--- src/shared/fault_sup_pkg.sv ---
// Constants, types and register map of the output fault supervisor
package fault_sup_pkg;

  // ----------------------------------------
  // Sizes and timing
  // ----------------------------------------
  localparam int NUM_OUT = 16;
  localparam int CLK_MHZ = 200;
  localparam int FILTER_MIN_US = 100;
  localparam int SHORT_US = 450;
  localparam int FILTER_CYC = FILTER_MIN_US * CLK_MHZ;
  localparam int SHORT_CYC = SHORT_US * CLK_MHZ;
  localparam int CNT_W = 17;
  localparam int ADDR_W = 8;
  localparam int DATA_W = 32;
  localparam int SO_W = 24;

  // ----------------------------------------
  // Register map and fields
  // ----------------------------------------
  localparam logic [ADDR_W-1:0] OFS_PULLDN = 8'h00;
  localparam logic [ADDR_W-1:0] OFS_FSSD = 8'h04;
  localparam logic [ADDR_W-1:0] OFS_GLOBAL = 8'h08;
  localparam logic [ADDR_W-1:0] OFS_STATUS = 8'h0c;
  localparam logic [ADDR_W-1:0] OFS_IRQ_ST = 8'h10;
  localparam logic [ADDR_W-1:0] OFS_IRQ_MASK = 8'h14;
  localparam int RETRY_BIT = 17;
  localparam int GLOBAL_FAULT_BIT = 23;
  localparam int IRQ_W = 4;
  localparam int IRQ_OPEN = 0;
  localparam int IRQ_SHORT = 1;
  localparam int IRQ_THERM = 2;
  localparam int IRQ_UV = 3;
  localparam logic [NUM_OUT-1:0] PULLDN_RST = 16'h0000;
  localparam logic [NUM_OUT-1:0] FSSD_RST = 16'h0000;
  localparam logic RETRY_RST = 1'b0;
  localparam logic [IRQ_W-1:0] MASK_RST = 4'h0;

  // ----------------------------------------
  // Types
  // ----------------------------------------
  typedef struct packed {
    logic cs_n;
    logic serial_output_supply_uv;
    logic main_uv;
    logic [NUM_OUT-1:0] open_cmp;
    logic [NUM_OUT-1:0] vds_high;
    logic [NUM_OUT-1:0] ilim;
    logic [NUM_OUT-1:0] overtemp;
  } pins_t;

  typedef struct packed {
    logic open_f;
    logic short_f;
    logic therm_f;
  } ch_evt_t;

  typedef enum logic [2:0] {
    CH_RUN = 3'b001,
    CH_HOT = 3'b010,
    CH_LOCKED = 3'b100
  } ch_state_t;

endpackage : fault_sup_pkg

--- src/rtl/output_fault_channel.sv ---
// Fault supervision of one switch output
`timescale 1ns/1ps
module output_fault_channel #(
  parameter int SHORT_CYC = fault_sup_pkg::SHORT_CYC
) (
  input wire logic i_clk,
  input wire logic i_rst_n,
  input wire logic i_clear,
  input wire logic i_cmd_on,
  input wire logic i_open_cmp,
  input wire logic i_vds_high,
  input wire logic i_ilim,
  input wire logic i_overtemp,
  input wire logic i_filter_done,
  input wire logic i_fssd,
  input wire logic i_retry,
  input wire logic i_pulldn_en,
  output logic o_drive,
  output fault_sup_pkg::ch_evt_t o_evt
);

  // ----------------------------------------
  // Short timer
  // ----------------------------------------
  localparam logic [fault_sup_pkg::CNT_W-1:0] SHORT_LAST = fault_sup_pkg::CNT_W'(SHORT_CYC - 1);
  fault_sup_pkg::ch_state_t state_r;
  fault_sup_pkg::ch_state_t state_nxt;
  logic [fault_sup_pkg::CNT_W-1:0] short_cnt_r;
  logic short_cond;
  logic short_trip;
  logic drive_r;

  assign short_cond = (state_r == fault_sup_pkg::CH_RUN) && i_cmd_on && !i_fssd && i_ilim && i_vds_high;
  assign short_trip = short_cond && (short_cnt_r == SHORT_LAST);

  always_ff @(posedge i_clk or negedge i_rst_n) begin
    if (!i_rst_n) begin
      short_cnt_r <= '0;
    end else if (i_clear || !short_cond) begin
      short_cnt_r <= '0;
    end else if (!short_trip) begin
      short_cnt_r <= short_cnt_r + 1'b1;
    end
  end

  // ----------------------------------------
  // Protection state
  // ----------------------------------------
  always_comb begin
    state_nxt = state_r;
    case (state_r)
      fault_sup_pkg::CH_RUN: begin
        if (i_overtemp) begin
          state_nxt = fault_sup_pkg::CH_HOT;
        end else if (short_trip) begin
          state_nxt = fault_sup_pkg::CH_LOCKED;
        end
      end
      fault_sup_pkg::CH_HOT: begin
        // Stays off until cooled; retry repeats while the fault persists
        if (!i_overtemp) begin
          if (i_retry || !i_cmd_on) begin
            state_nxt = fault_sup_pkg::CH_RUN;
          end else begin
            state_nxt = fault_sup_pkg::CH_LOCKED;
          end
        end
      end
      fault_sup_pkg::CH_LOCKED: begin
        if (!i_cmd_on && !i_overtemp) begin
          state_nxt = fault_sup_pkg::CH_RUN;
        end
      end
      default: begin
        state_nxt = fault_sup_pkg::CH_RUN;
      end
    endcase
    if (i_clear) begin
      state_nxt = fault_sup_pkg::CH_RUN;
    end
  end

  always_ff @(posedge i_clk or negedge i_rst_n) begin
    if (!i_rst_n) begin
      state_r <= fault_sup_pkg::CH_RUN;
    end else begin
      state_r <= state_nxt;
    end
  end

  always_ff @(posedge i_clk or negedge i_rst_n) begin
    if (!i_rst_n) begin
      drive_r <= 1'b0;
    end else begin
      drive_r <= !i_clear && i_cmd_on && (state_nxt == fault_sup_pkg::CH_RUN);
    end
  end

  assign o_drive = drive_r;

  // ----------------------------------------
  // Events
  // ----------------------------------------
  // Open load is only judged while off, pull-down on and the filter has run out
  assign o_evt.open_f = !i_clear && !i_cmd_on && i_pulldn_en && i_filter_done && i_open_cmp;
  assign o_evt.short_f = !i_clear && short_trip && !i_overtemp;
  assign o_evt.therm_f = !i_clear && (state_r == fault_sup_pkg::CH_RUN) && i_overtemp;

  // ----------------------------------------
  // Checks
  // ----------------------------------------
  property p_short_off;
    @(posedge i_clk) disable iff (!i_rst_n)
    (short_trip && !i_clear && !i_overtemp) |=> (!o_drive && state_r == fault_sup_pkg::CH_LOCKED);
  endproperty
  a_short_off: assert property (p_short_off) else $error("short did not shut output");

  property p_hot_off;
    @(posedge i_clk) disable iff (!i_rst_n)
    (state_r == fault_sup_pkg::CH_HOT) |-> !o_drive;
  endproperty
  a_hot_off: assert property (p_hot_off) else $error("hot output driven");

  property p_no_retry;
    @(posedge i_clk) disable iff (!i_rst_n)
    (state_r == fault_sup_pkg::CH_HOT && !i_overtemp && !i_retry && i_cmd_on && !i_clear)
      |=> (state_r == fault_sup_pkg::CH_LOCKED && !o_drive);
  endproperty
  a_no_retry: assert property (p_no_retry) else $error("output left latch-off");

  property p_retry;
    @(posedge i_clk) disable iff (!i_rst_n)
    (state_r == fault_sup_pkg::CH_HOT && !i_overtemp && i_retry && i_cmd_on && !i_clear) |=> o_drive;
  endproperty
  a_retry: assert property (p_retry) else $error("retry did not restart");

  property p_open_off;
    @(posedge i_clk) disable iff (!i_rst_n)
    o_evt.open_f |-> (!i_cmd_on && i_filter_done && i_pulldn_en);
  endproperty
  a_open_off: assert property (p_open_off) else $error("open load flagged while on");

endmodule : output_fault_channel

--- src/rtl/output_fault_supervisor.sv ---
// Fault supervisor for sixteen low-side outputs with status word and register port
//
// Functional notes
// - Open load is checked only while an output is commanded off, per output.
// - Pull-down sources are off after reset; open-load detection needs them enabled.
// - An enabled pull-down turns off only on undervoltage or by software write.
// - Open-load indications are suppressed during a filter interval after chip-select release.
// - Chip-select rising edge restarts the delay timer; open-load comparators ignored until expiry.
// - An open-load fault stays latched in the status word until read.
// - With fast-short disable clear, output shuts after VDS high in limit for 450 us.
// - Thermal limit shuts only that output; it stays off until cooled.
// - Under retry, thermal shutdown and restart repeat until cleared or commanded off.
// - Current limit, fast short and thermal events set global fault bit 23.
// - Serial output supply undervoltage turns outputs off and resets control registers.
// - Main supply undervoltage turns outputs off and resets the device.
// - Thermal shutdown leaves other outputs alone; after cooling follows global bit 17.
// - All fault bits clear on the chip-select rising edge ending a transfer; a fault present in that cycle sets its bit again.
// - Bit 17 low keeps cooled outputs off; high lets them retry.
// - Status bits 15 to 0 report per-output faults, one meaning fault.
`timescale 1ns/1ps
module output_fault_supervisor #(
  parameter int FILTER_CYC = fault_sup_pkg::FILTER_CYC,
  parameter int SHORT_CYC = fault_sup_pkg::SHORT_CYC
) (
  input wire logic I_REF_CLK,
  input wire logic I_RESET_N,
  input wire logic I_CS_N,
  input wire logic I_SERIAL_OUTPUT_SUPPLY_UV,
  input wire logic I_MAIN_UV,
  input wire logic [fault_sup_pkg::NUM_OUT-1:0] I_CMD_ON,
  input wire logic [fault_sup_pkg::NUM_OUT-1:0] I_OPEN_CMP,
  input wire logic [fault_sup_pkg::NUM_OUT-1:0] I_VDS_HIGH,
  input wire logic [fault_sup_pkg::NUM_OUT-1:0] I_ILIM,
  input wire logic [fault_sup_pkg::NUM_OUT-1:0] I_OVERTEMP,
  input wire logic [fault_sup_pkg::ADDR_W-1:0] I_ADDR,
  input wire logic [fault_sup_pkg::DATA_W-1:0] I_WDATA,
  input wire logic I_WR,
  input wire logic I_RD,
  output logic [fault_sup_pkg::DATA_W-1:0] O_RDATA,
  output logic [fault_sup_pkg::NUM_OUT-1:0] O_SWITCH_OUTPUTS,
  output logic [fault_sup_pkg::NUM_OUT-1:0] O_PULLDN_EN,
  output logic [fault_sup_pkg::SO_W-1:0] O_STATUS_WORD,
  output logic O_IRQ
);

  localparam logic [fault_sup_pkg::CNT_W-1:0] FILTER_LAST = fault_sup_pkg::CNT_W'(FILTER_CYC);

  // ----------------------------------------
  // Pin synchronisers
  // ----------------------------------------
  // Comparator, supply monitor and chip-select pins are asynchronous; all of them pass two flops
  fault_sup_pkg::pins_t pins_meta_r;
  fault_sup_pkg::pins_t pins_r;
  fault_sup_pkg::pins_t pins_in;
  logic cs_n_d_r;
  logic cs_rise;

  assign pins_in.cs_n = I_CS_N;
  assign pins_in.serial_output_supply_uv = I_SERIAL_OUTPUT_SUPPLY_UV;
  assign pins_in.main_uv = I_MAIN_UV;
  assign pins_in.open_cmp = I_OPEN_CMP;
  assign pins_in.vds_high = I_VDS_HIGH;
  assign pins_in.ilim = I_ILIM;
  assign pins_in.overtemp = I_OVERTEMP;

  always_ff @(posedge I_REF_CLK or negedge I_RESET_N) begin
    if (!I_RESET_N) begin
      // Chip select idles high; a low reset value would fake an edge after reset
      pins_meta_r <= '0;
      pins_meta_r.cs_n <= 1'b1;
      pins_r <= '0;
      pins_r.cs_n <= 1'b1;
    end else begin
      pins_meta_r <= pins_in;
      pins_r <= pins_meta_r;
    end
  end

  always_ff @(posedge I_REF_CLK or negedge I_RESET_N) begin
    if (!I_RESET_N) begin
      cs_n_d_r <= 1'b1;
    end else begin
      cs_n_d_r <= pins_r.cs_n;
    end
  end

  assign cs_rise = pins_r.cs_n && !cs_n_d_r;

  // ----------------------------------------
  // Undervoltage handling
  // ----------------------------------------
  logic dev_clear;
  logic ctrl_clear;

  assign dev_clear = pins_r.main_uv;
  assign ctrl_clear = pins_r.serial_output_supply_uv || pins_r.main_uv;

  // ----------------------------------------
  // Fault delay timer
  // ----------------------------------------
  logic [fault_sup_pkg::CNT_W-1:0] filt_cnt_r;
  logic filter_done;

  always_ff @(posedge I_REF_CLK or negedge I_RESET_N) begin
    if (!I_RESET_N) begin
      filt_cnt_r <= '0;
    end else if (cs_rise || dev_clear) begin
      filt_cnt_r <= '0;
    end else if (filt_cnt_r != FILTER_LAST) begin
      filt_cnt_r <= filt_cnt_r + 1'b1;
    end
  end

  assign filter_done = (filt_cnt_r == FILTER_LAST);

  // ----------------------------------------
  // Register port
  // ----------------------------------------
  logic [fault_sup_pkg::NUM_OUT-1:0] pulldn_r;
  logic [fault_sup_pkg::NUM_OUT-1:0] fssd_r;
  logic retry_r;
  logic [fault_sup_pkg::IRQ_W-1:0] mask_r;
  logic [fault_sup_pkg::IRQ_W-1:0] irq_st_r;
  logic [fault_sup_pkg::IRQ_W-1:0] irq_set;
  logic [fault_sup_pkg::DATA_W-1:0] rdata_r;
  logic [fault_sup_pkg::NUM_OUT-1:0] fault_r;
  logic glob_r;
  logic [fault_sup_pkg::SO_W-1:0] so_word;

  always_ff @(posedge I_REF_CLK or negedge I_RESET_N) begin
    if (!I_RESET_N) begin
      pulldn_r <= fault_sup_pkg::PULLDN_RST;
    end else if (ctrl_clear) begin
      pulldn_r <= fault_sup_pkg::PULLDN_RST;
    end else if (I_WR && I_ADDR == fault_sup_pkg::OFS_PULLDN) begin
      pulldn_r <= I_WDATA[fault_sup_pkg::NUM_OUT-1:0];
    end
  end

  always_ff @(posedge I_REF_CLK or negedge I_RESET_N) begin
    if (!I_RESET_N) begin
      fssd_r <= fault_sup_pkg::FSSD_RST;
    end else if (ctrl_clear) begin
      fssd_r <= fault_sup_pkg::FSSD_RST;
    end else if (I_WR && I_ADDR == fault_sup_pkg::OFS_FSSD) begin
      fssd_r <= I_WDATA[fault_sup_pkg::NUM_OUT-1:0];
    end
  end

  always_ff @(posedge I_REF_CLK or negedge I_RESET_N) begin
    if (!I_RESET_N) begin
      retry_r <= fault_sup_pkg::RETRY_RST;
    end else if (ctrl_clear) begin
      retry_r <= fault_sup_pkg::RETRY_RST;
    end else if (I_WR && I_ADDR == fault_sup_pkg::OFS_GLOBAL) begin
      retry_r <= I_WDATA[fault_sup_pkg::RETRY_BIT];
    end
  end

  always_ff @(posedge I_REF_CLK or negedge I_RESET_N) begin
    if (!I_RESET_N) begin
      mask_r <= fault_sup_pkg::MASK_RST;
    end else if (ctrl_clear) begin
      mask_r <= fault_sup_pkg::MASK_RST;
    end else if (I_WR && I_ADDR == fault_sup_pkg::OFS_IRQ_MASK) begin
      mask_r <= I_WDATA[fault_sup_pkg::IRQ_W-1:0];
    end
  end

  always_ff @(posedge I_REF_CLK or negedge I_RESET_N) begin
    if (!I_RESET_N) begin
      rdata_r <= '0;
    end else if (I_RD) begin
      case (I_ADDR)
        fault_sup_pkg::OFS_PULLDN: rdata_r <= {{(fault_sup_pkg::DATA_W-fault_sup_pkg::NUM_OUT){1'b0}}, pulldn_r};
        fault_sup_pkg::OFS_FSSD: rdata_r <= {{(fault_sup_pkg::DATA_W-fault_sup_pkg::NUM_OUT){1'b0}}, fssd_r};
        fault_sup_pkg::OFS_GLOBAL: begin
          rdata_r <= '0;
          rdata_r[fault_sup_pkg::RETRY_BIT] <= retry_r;
        end
        fault_sup_pkg::OFS_STATUS: rdata_r <= {{(fault_sup_pkg::DATA_W-fault_sup_pkg::SO_W){1'b0}}, so_word};
        fault_sup_pkg::OFS_IRQ_ST: rdata_r <= {{(fault_sup_pkg::DATA_W-fault_sup_pkg::IRQ_W){1'b0}}, irq_st_r};
        fault_sup_pkg::OFS_IRQ_MASK: rdata_r <= {{(fault_sup_pkg::DATA_W-fault_sup_pkg::IRQ_W){1'b0}}, mask_r};
        default: rdata_r <= '0;
      endcase
    end else begin
      rdata_r <= '0;
    end
  end

  // ----------------------------------------
  // Output channels
  // ----------------------------------------
  logic [fault_sup_pkg::NUM_OUT-1:0] drive;
  logic [fault_sup_pkg::NUM_OUT-1:0] ev_open;
  logic [fault_sup_pkg::NUM_OUT-1:0] ev_short;
  logic [fault_sup_pkg::NUM_OUT-1:0] ev_therm;
  logic [fault_sup_pkg::NUM_OUT-1:0] fault_set;

  genvar g;
  generate
    for (g = 0; g < fault_sup_pkg::NUM_OUT; g++) begin : g_ch
      fault_sup_pkg::ch_evt_t evt;
      output_fault_channel #(
        .SHORT_CYC(SHORT_CYC)
      ) u_ch (
        .i_clk(I_REF_CLK),
        .i_rst_n(I_RESET_N),
        .i_clear(ctrl_clear),
        .i_cmd_on(I_CMD_ON[g]),
        .i_open_cmp(pins_r.open_cmp[g]),
        .i_vds_high(pins_r.vds_high[g]),
        .i_ilim(pins_r.ilim[g]),
        .i_overtemp(pins_r.overtemp[g]),
        .i_filter_done(filter_done),
        .i_fssd(fssd_r[g]),
        .i_retry(retry_r),
        .i_pulldn_en(pulldn_r[g]),
        .o_drive(drive[g]),
        .o_evt(evt)
      );
      assign ev_open[g] = evt.open_f;
      assign ev_short[g] = evt.short_f;
      assign ev_therm[g] = evt.therm_f;
    end
  endgenerate

  assign fault_set = ev_open | ev_short | ev_therm;

  // ----------------------------------------
  // Status word
  // ----------------------------------------
  // A new fault in the clearing cycle wins, so nothing is lost at the edge
  logic glob_set;

  assign glob_set = |(fault_set | (pins_r.ilim & drive));

  always_ff @(posedge I_REF_CLK or negedge I_RESET_N) begin
    if (!I_RESET_N) begin
      fault_r <= '0;
    end else if (dev_clear) begin
      fault_r <= '0;
    end else if (cs_rise) begin
      fault_r <= fault_set;
    end else begin
      fault_r <= fault_r | fault_set;
    end
  end

  always_ff @(posedge I_REF_CLK or negedge I_RESET_N) begin
    if (!I_RESET_N) begin
      glob_r <= 1'b0;
    end else if (dev_clear) begin
      glob_r <= 1'b0;
    end else if (cs_rise) begin
      glob_r <= glob_set;
    end else begin
      glob_r <= glob_r | glob_set;
    end
  end

  always_comb begin
    so_word = '0;
    so_word[fault_sup_pkg::NUM_OUT-1:0] = fault_r;
    so_word[fault_sup_pkg::GLOBAL_FAULT_BIT] = glob_r;
  end

  // ----------------------------------------
  // Interrupts
  // ----------------------------------------
  always_comb begin
    irq_set = '0;
    irq_set[fault_sup_pkg::IRQ_OPEN] = |ev_open;
    irq_set[fault_sup_pkg::IRQ_SHORT] = |ev_short;
    irq_set[fault_sup_pkg::IRQ_THERM] = |ev_therm;
    irq_set[fault_sup_pkg::IRQ_UV] = ctrl_clear;
  end

  always_ff @(posedge I_REF_CLK or negedge I_RESET_N) begin
    if (!I_RESET_N) begin
      irq_st_r <= '0;
    end else if (I_RD && I_ADDR == fault_sup_pkg::OFS_IRQ_ST) begin
      irq_st_r <= irq_set;
    end else begin
      irq_st_r <= irq_st_r | irq_set;
    end
  end

  // ----------------------------------------
  // Outputs
  // ----------------------------------------
  assign O_RDATA = rdata_r;
  assign O_SWITCH_OUTPUTS = drive;
  assign O_PULLDN_EN = pulldn_r;
  assign O_STATUS_WORD = so_word;
  assign O_IRQ = |(irq_st_r & mask_r);

  // ----------------------------------------
  // Checks
  // ----------------------------------------
  property p_cs_clear;
    @(posedge I_REF_CLK) disable iff (!I_RESET_N)
    (cs_rise && fault_set == '0 && !glob_set) |=> (O_STATUS_WORD == '0);
  endproperty
  a_cs_clear: assert property (p_cs_clear) else $error("status not cleared at chip-select edge");

  property p_filter;
    @(posedge I_REF_CLK) disable iff (!I_RESET_N)
    cs_rise |=> (!filter_done && ev_open == '0) [*8];
  endproperty
  a_filter: assert property (p_filter) else $error("open load seen inside filter");

  property p_latch;
    @(posedge I_REF_CLK) disable iff (!I_RESET_N)
    (fault_r[0] && !cs_rise && !dev_clear) |=> fault_r[0];
  endproperty
  a_latch: assert property (p_latch) else $error("fault bit lost before read");

  property p_glob;
    @(posedge I_REF_CLK) disable iff (!I_RESET_N)
    (|(ev_short | ev_therm) && !dev_clear) |=> O_STATUS_WORD[fault_sup_pkg::GLOBAL_FAULT_BIT];
  endproperty
  a_glob: assert property (p_glob) else $error("global fault bit not set");

  property p_uv_off;
    @(posedge I_REF_CLK) disable iff (!I_RESET_N)
    pins_r.serial_output_supply_uv |=> (O_SWITCH_OUTPUTS == '0 && O_PULLDN_EN == '0 && !retry_r);
  endproperty
  a_uv_off: assert property (p_uv_off) else $error("undervoltage left outputs or controls");

  property p_main_uv;
    @(posedge I_REF_CLK) disable iff (!I_RESET_N)
    pins_r.main_uv |=> (O_SWITCH_OUTPUTS == '0 && fault_r == '0);
  endproperty
  a_main_uv: assert property (p_main_uv) else $error("main undervoltage did not reset");

  property p_pulldn_hold;
    @(posedge I_REF_CLK) disable iff (!I_RESET_N)
    (!ctrl_clear && !(I_WR && I_ADDR == fault_sup_pkg::OFS_PULLDN)) |=> $stable(O_PULLDN_EN);
  endproperty
  a_pulldn_hold: assert property (p_pulldn_hold) else $error("pull-down changed by itself");

  property p_per_out;
    @(posedge I_REF_CLK) disable iff (!I_RESET_N)
    (ev_therm[3] && !dev_clear) |=> O_STATUS_WORD[3];
  endproperty
  a_per_out: assert property (p_per_out) else $error("per-output fault bit missing");

endmodule : output_fault_supervisor

--- config.mk ---
export PLATFORM = sky130hd
export DESIGN_NAME = output_fault_supervisor
export DESIGN_NICKNAME = d
export VERILOG_FILES = /design/src/shared/fault_sup_pkg.sv /design/src/rtl/output_fault_channel.sv /design/src/rtl/output_fault_supervisor.sv
export SDC_FILE = /design/constraint.sdc
export NUM_CORES = 1
export LEC_CHECK = 0
export ABC_CLOCK_PERIOD_IN_PS = 3500
export BUFFER_PORTS_ARGS = -buffer_cell sky130_fd_sc_hd__clkbuf_2
export CAP_MARGIN = 20
export CORE_MARGIN = 2
export CORE_UTILIZATION = 60
export CTS_CLUSTER_DIAMETER = 100
export CTS_CLUSTER_SIZE = 40
export DETAILED_ROUTE_END_ITERATION = 10
export MAX_ROUTING_LAYER = met4
export PLACE_DENSITY = 0.87
export SYNTH_ARGS = -nofsm -noshare
export SYNTH_HDL_FRONTEND = slang
export SYNTH_SLANG_ARGS = --single-unit
--- constraint.sdc ---
create_clock -name I_REF_CLK -period 3.5 [get_ports I_REF_CLK]
set_input_delay 0.175 -clock I_REF_CLK [delete_from_list [all_inputs] [get_ports I_REF_CLK]]
set_output_delay 0.175 -clock I_REF_CLK [all_outputs]
set_load 0.02 [all_outputs]
Word level (Yosys, flattened, before mapping) --
Index checks and enable logic that the tools add are counted.
Word-level totals: logic and storage cells 734, flip-flop bits (word level) 578, output and inout bits 89, input port bits 127
Cells by class: equal/unequal tests 103, $add $sub $neg 17, bitwise gates (word level) 8, multiplexer cells 161, reductions and logical operators 373
Operators by type and width (count):
- 2-to-1 mux 17 bit | 34
- adder 17 x 1 -> 17 bit, second input constant | 17
- 2-to-1 mux 3 bit | 96
- equality test 17 bit, second input constant | 16
- logical AND 1 bit | 262
- case mux 24 bit (6 select lines) | 1
- case mux 3 bit (3 select lines) | 16
- equality test 3 x 1 -> 1 bit, second input constant | 32
- 2-to-1 mux 16 bit | 6
- zero test 1 bit | 66
- OR 16 bit | 4
- OR reduction 16 bit | 4
- equality test 3 x 2 -> 1 bit, second input constant | 16
- equality test 3 bit, second input constant | 16
- logical OR 1 bit | 34
- 2-to-1 mux 32 bit | 1
- != test 2 bit, second input constant | 16
- equality test 17 x 15 -> 1 bit, second input constant | 1
- != test 17 x 15 -> 1 bit, second input constant | 1
- bitwise AND 16 bit | 1
- equality test 8 x 4 -> 1 bit, second input constant | 2
- equality test 8 x 5 -> 1 bit, second input constant | 2
- 2-to-1 mux 4 bit | 3
- nonzero test 2 bit | 5
- 7 further kinds | 10

Longest topological paths before layout --
word-level depth 15, depth in mapped cells 10, depth with buffers taken out 9

Cells and area by module --
Synthesis repeated with hierarchy kept, for this count alone.
Second synthesis, totals: cells, all modules 2539, area, all modules 26543.0 µm²
By module, submodules not included:
- output_fault_channel at g_ch[0].u_ch ... | sequential area each 526.8 µm², area an instance 1152.4 µm², times used 15, cells an instance 120
- output_fault_supervisor | sequential area each 5709.2 µm², area an instance 8109.0 µm², times used 1, cells an instance 617
- output_fault_channel at g_ch[15].u_ch | sequential area each 526.8 µm², area an instance 1148.6 µm², times used 1, cells an instance 122

Worst setup path after synthesis --
OpenSTA, ideal clock, no wires.
path type register to register, from reg g_ch[10].u_ch.short_cnt_r[0] (netlist bit), to reg glob_r, period minus slack after synthesis 2.161 ns, path buffers 1, required time 3.357 ns, slack 1.339 ns, arrival time 2.018 ns, stages on the path, launching flop included 9, setup time 0.143 ns, cell sequence dfrtp_1 ha_1 and3_1 clkbuf_1 nand4_1 o32ai_1 or4b_1 nor4_1 a41oi_1
Between the ends: cells in the longest elaborated chain, start to end 11
RTL lines:
- start, declared | line output_fault_channel.sv:28 | logic [fault_sup_pkg::CNT_W-1:0] short_cnt_r;
- start signal, assigned | line output_fault_channel.sv:42 | short_cnt_r <= short_cnt_r + 1'b1;
- equality test 17 bit (*) | line output_fault_channel.sv:34 | assign short_trip = short_cond && (short_cnt_r == SHORT_LAST);
- logical AND 1 bit (*) | line output_fault_channel.sv:34
- logical AND 1 bit (*) (2 in series) | line output_fault_channel.sv:106 | assign o_evt.short_f = !i_clear && short_trip && !i_overtemp;
- OR 16 bit (*) (2 in series) | line output_fault_supervisor.sv:228 | assign fault_set = ev_open | ev_short | ev_therm;
- OR 16 bit (*) | line output_fault_supervisor.sv:236 | assign glob_set = |(fault_set | (pins_r.ilim & drive));
- OR reduction 16 bit (*) | line output_fault_supervisor.sv:236
- OR 1 bit | line output_fault_supervisor.sv:258 | glob_r <= glob_r | glob_set;
- 2-to-1 mux 1 bit (*) | line output_fault_supervisor.sv:255 | end else if (cs_rise) begin
- 2-to-1 mux 1 bit (*) | line output_fault_supervisor.sv:253 | end else if (dev_clear) begin
- end signal, assigned | line output_fault_supervisor.sv:256 | glob_r <= glob_set;
- end signal, assigned | line output_fault_supervisor.sv:258
- end, declared | line output_fault_supervisor.sv:127 | logic glob_r;
Every way passes the cells marked *; elsewhere a longest branch is shown, timed or not. A chain may end at the register's enable or synchronous reset.

Worst setup path after layout --
from reg filt_cnt_r[0] (netlist bit), to reg glob_r
Between the ends: cells in the longest elaborated chain, start to end 10
RTL lines:
- start, declared | line output_fault_supervisor.sv:101 | logic [fault_sup_pkg::CNT_W-1:0] filt_cnt_r;
- start signal, assigned | line output_fault_supervisor.sv:110 | filt_cnt_r <= filt_cnt_r + 1'b1;
- equality test 17 x 15 -> 1 bit (*) | line output_fault_supervisor.sv:114 | assign filter_done = (filt_cnt_r == FILTER_LAST);
- logical AND 1 bit (2 in series) | line output_fault_channel.sv:105 | assign o_evt.open_f = !i_clear && !i_cmd_on && i_pulldn_en && i_filter_done && i_open_cmp;
- OR 16 bit (*) (2 in series) | line output_fault_supervisor.sv:228
- OR 16 bit (*) | line output_fault_supervisor.sv:236
- OR reduction 16 bit (*) | line output_fault_supervisor.sv:236
- OR 1 bit | line output_fault_supervisor.sv:258
- 2-to-1 mux 1 bit (*) | line output_fault_supervisor.sv:255
- 2-to-1 mux 1 bit (*) | line output_fault_supervisor.sv:253
Marks and branches as above.

==> results.txt <==
Worst Setup End Kind - register
# clock sinks - 564
Synth Cell Area - 0.0261 mm^2
Pins Over Slew Limit - 0
Buffers on Ports - 179
Post-DRT Antenna Nets - 0
clk buf depth - 3
DR vias - 21,200
area occupied by multi-input gates - 0.0112 mm^2
Post-CTS Hold Buffers - 102
Tmin final - 2.89 ns
Reg area - 0.0141 mm^2
Synth Instances - 2,628
Syn. warnings - 0
final setup fails - 0
Worst-path clk slew - 0.15 ns
kind of critical path - register to register
max-cap violation count - 0
Power Dens Cells - 365 mW/mm^2
unrepaired setup endpoints after global routing - no
Slew @ Worst Pin - 1.09 ns
die extent in x - 212 um
CTS buffer count - 18
postcts setup bufs - 0
CTS tree - yes
worst hold margin - 0.0706 ns
Hold Vio Cnt, Final - 0
Root Driver - clkbuf_16
Core Rows - 76
clock skew - 0.0263 ns
hpwl dp - 48,200 um
Startpoint Class - register
slowest stage cell, crit path - nand4_1
compound-cell area share of the yosys netlist - 0.0939
Post-Synth Simple-Gate Area - 0.247
peak supply drop - 0.378 mV
XOR/XNOR Fraction of Synth Area - 0.0705
number of enable flip-flop cells after synthesis - 0
relative slew slack - 0.275
Pleak - 12.4 nW
Place WS - 0.772 ns
vias in the first global route - 20,700
Setup WS post-layout - 0.610 ns
DRC Markers - 0
final worst-path cycle share - 0.826
share of layout cells above drive strength 1 - 0.103
fmax - 0.346 GHz
Critical Path Max Stage Delay - 0.62 ns
io pins - 216
largest net degree at the start of global routing - 95
synthesis-to-layout area growth - 11.1%
Adder-Cell Fraction of Synth Area - 0.00863
mux contribution to synthesized area - 0.00552
all-layer global routing usage - 0.313
initial antenna violation count - 6
Distinct cells, synth - 78
Async S/R FF share, synth - 1.00
GP Congestion - 0.949
final-layout fill cell count - 3,107
post-DR vias/cell - 6.14
remaining global-route overflow - 0
combinational family with the most area after synthesis - simple AND/OR/NAND/NOR gates
Initial Utilization - 0.607
outcome - completed
Final Net Count - 2,992
# H-tree levels - 1
placed cell areas - 0.0274 mm^2
post-layout instance area - 0.0290 mm^2
WL per Instance - 19.9 um
Initial DRC Count - 2,466
Critical Path Fanout Max - 14
die height - 212 um
cell family with most CP delay - simple AND/OR/NAND/NOR gates
CP bufs+invs - 1
syn_area_per_cell - 9.92 um^2
Top FF cell, synth - dfrtp_1
first-pass GRT wire length - 108,000 um
CP Cell Sequence - inv_1 -> ha_1 -> nor4bb_1 -> nand4_1 -> or2_2 -> a21oi_1 -> nor3_1 -> a41oi_1
setup tns final - 0 ns
post-CTS sizing - 0
synthesized flop and latch total - 564
DRT Wirelength - 68,600 um
register area share after synthesis - 0.542
CORE AREA - 0.0430 mm^2
1st-pass router iterations - 6
die area - 0.0452 mm^2
WP data required - 4.00 ns
Arr. time, crit path - 3.39 ns
clk_lat worst skew - 0.58 ns
Hold WC Path Type - input pin to register
-- metrics by stage --
stage | instances | utilization | power (mW)
after detailed placement | 3310 | 0.637 | 7.54
final | 3451 | 0.674 | 10.6
after global placement | 3310 | 0.637 | 7.51
after global routing | 3449 | 0.674 | 10.9
after CTS | 3444 | 0.674 | 10.6
after floorplan | 2648 | - | 7.17
-- cells by family after synthesis --
logic type,Yosys count
flops,564
buf+inv,163
compound gates,404
fa+ha+maj,18
simple gates,1254
mux,14
xor+xnor,210
other cells,1
-- cell usage after synthesis (all sizes together) (36+ instances only) --
library cell  number  area [um^2]
nor2b             36          225
nand2b            40          250
or3               43          269
nand3            173          866
dfrtp            545        13600
buf               75          523
nor3              68          362
and3              73          457
xor2             147         1290
nor2             349         1320
a21oi            143          716
o21ai            109          546
nand2            250          946
clkbuf            59          221
nand4             49          307
xnor2             63          552
-- registers in the layout, summed over array words and instances, names as in the netlist --
name and flops:
g_ch.u_ch.short_cnt_r 272, pins_meta_r 67, pins_r 66, g_ch.u_ch.state_r 48
O_RDATA 18, filt_cnt_r 17, O_PULLDN_EN 16, fault_r 16
fssd_r 16, g_ch.u_ch.o_drive 16, irq_st_r 4, mask_r 4
cs_n_d_r 1, dev_clear 1, glob_r 1, retry_r 1
-- power by group --
| group | total, mW | leakage (nW) | internal (mW) | switching (mW) |
|---|---|---|---|---|
| clock | 3.02 | 0.266 | 1.06 | 1.96 |
| sequential | 6.78 | 7.47 | 6.65 | 0.132 |
| combinational | 0.755 | 4.66 | 0.281 | 0.475 |
| total | 10.6 | 12.4 | 7.99 | 2.57 |
-- worst register-to-register path: cells and delay by family (launching register included) --
kind,cells,cell delay [ns]
AND/OR/NAND/NOR,4,1.63
AO/OA/AOI/OAI,2,0.49
flip-flops,1,0.44
buffers and inverters,1,0.11
adder cells (fa/ha/maj),1,0.15
-- layout make-up --
class	instances	share of cell area
Clock inverter	3	0.00138
Inverter	29	0.00376
Sequential cell	564	0.488
Timing Repair Buffer	313	0.0774
Multi-Input combinational cell	1921	0.386
Clock buffer	29	0.0177
Antenna cell	7	0.000605
Tap cell	585	0.0253
-- path summary, 6_finish.rpt --
path,startpoint,to,slack (ns),cells after the start
hold reg to reg,pins_meta_r[6]$_DFF_PN0_,pins_r[6]$_DFF_PN0_,0.35,0
setup reg to reg,filt_cnt_r[0]$_DFFE_PN0P_,glob_r$_DFF_PN0_,0.61,8
max in group asynchronous,I_RESET_N,g_ch[4].u_ch.state_r[0]$_DFF_PN1_,2.30,3
setup / recovery,filt_cnt_r[0]$_DFFE_PN0P_,glob_r$_DFF_PN0_,0.61,8
hold / removal,I_ADDR[4],fssd_r[14]$_DFFE_PN0P_,0.07,4
min in group asynchronous,I_RESET_N,g_ch[7].u_ch.short_cnt_r[2]$_DFFE_PN0P_,0.23,2
-- metal layers --
layer	up-vias	track usage	wire [um]
met1	10400	0.402	26700
met2	1046	0.496	32600
met4	0	0.138	3260
met3	201	0.0496	6140
li1	9520	-	-
met5	-	-	0
-- layout by cell type (no fill, tap or decap), drive strengths merged, types with 7 or more instances in the layout --
| cell | count |
|---|---|
| and2 | 10 |
| o21a | 18 |
| clkbuf | 207 |
| xor2 | 147 |
| nand2b | 40 |
| inv | 32 |
| mux2i | 11 |
| o21ai | 109 |
| nand2 | 250 |
| nand3b | 22 |
| dfrtp | 545 |
| a21o | 11 |
| nand4 | 49 |
| a22oi | 29 |
| ha | 18 |
| a21oi | 143 |
| and4b | 18 |
| conb | 21 |
| nor3b | 17 |
| nor2 | 349 |
| nand3 | 173 |
| nor3 | 68 |
| and4 | 21 |
| or3 | 43 |
| or2 | 17 |
| a31oi | 23 |
| nor4 | 26 |
| nor4b | 21 |
| and3 | 73 |
| xnor2 | 63 |
| o22a | 12 |
| o21bai | 7 |
| diode | 7 |
| nor2b | 36 |
| buf | 33 |
| o211a | 8 |
| dfstp | 19 |
| dlygate4sd3 | 102 |
Power figures use the tool's default switching activity.
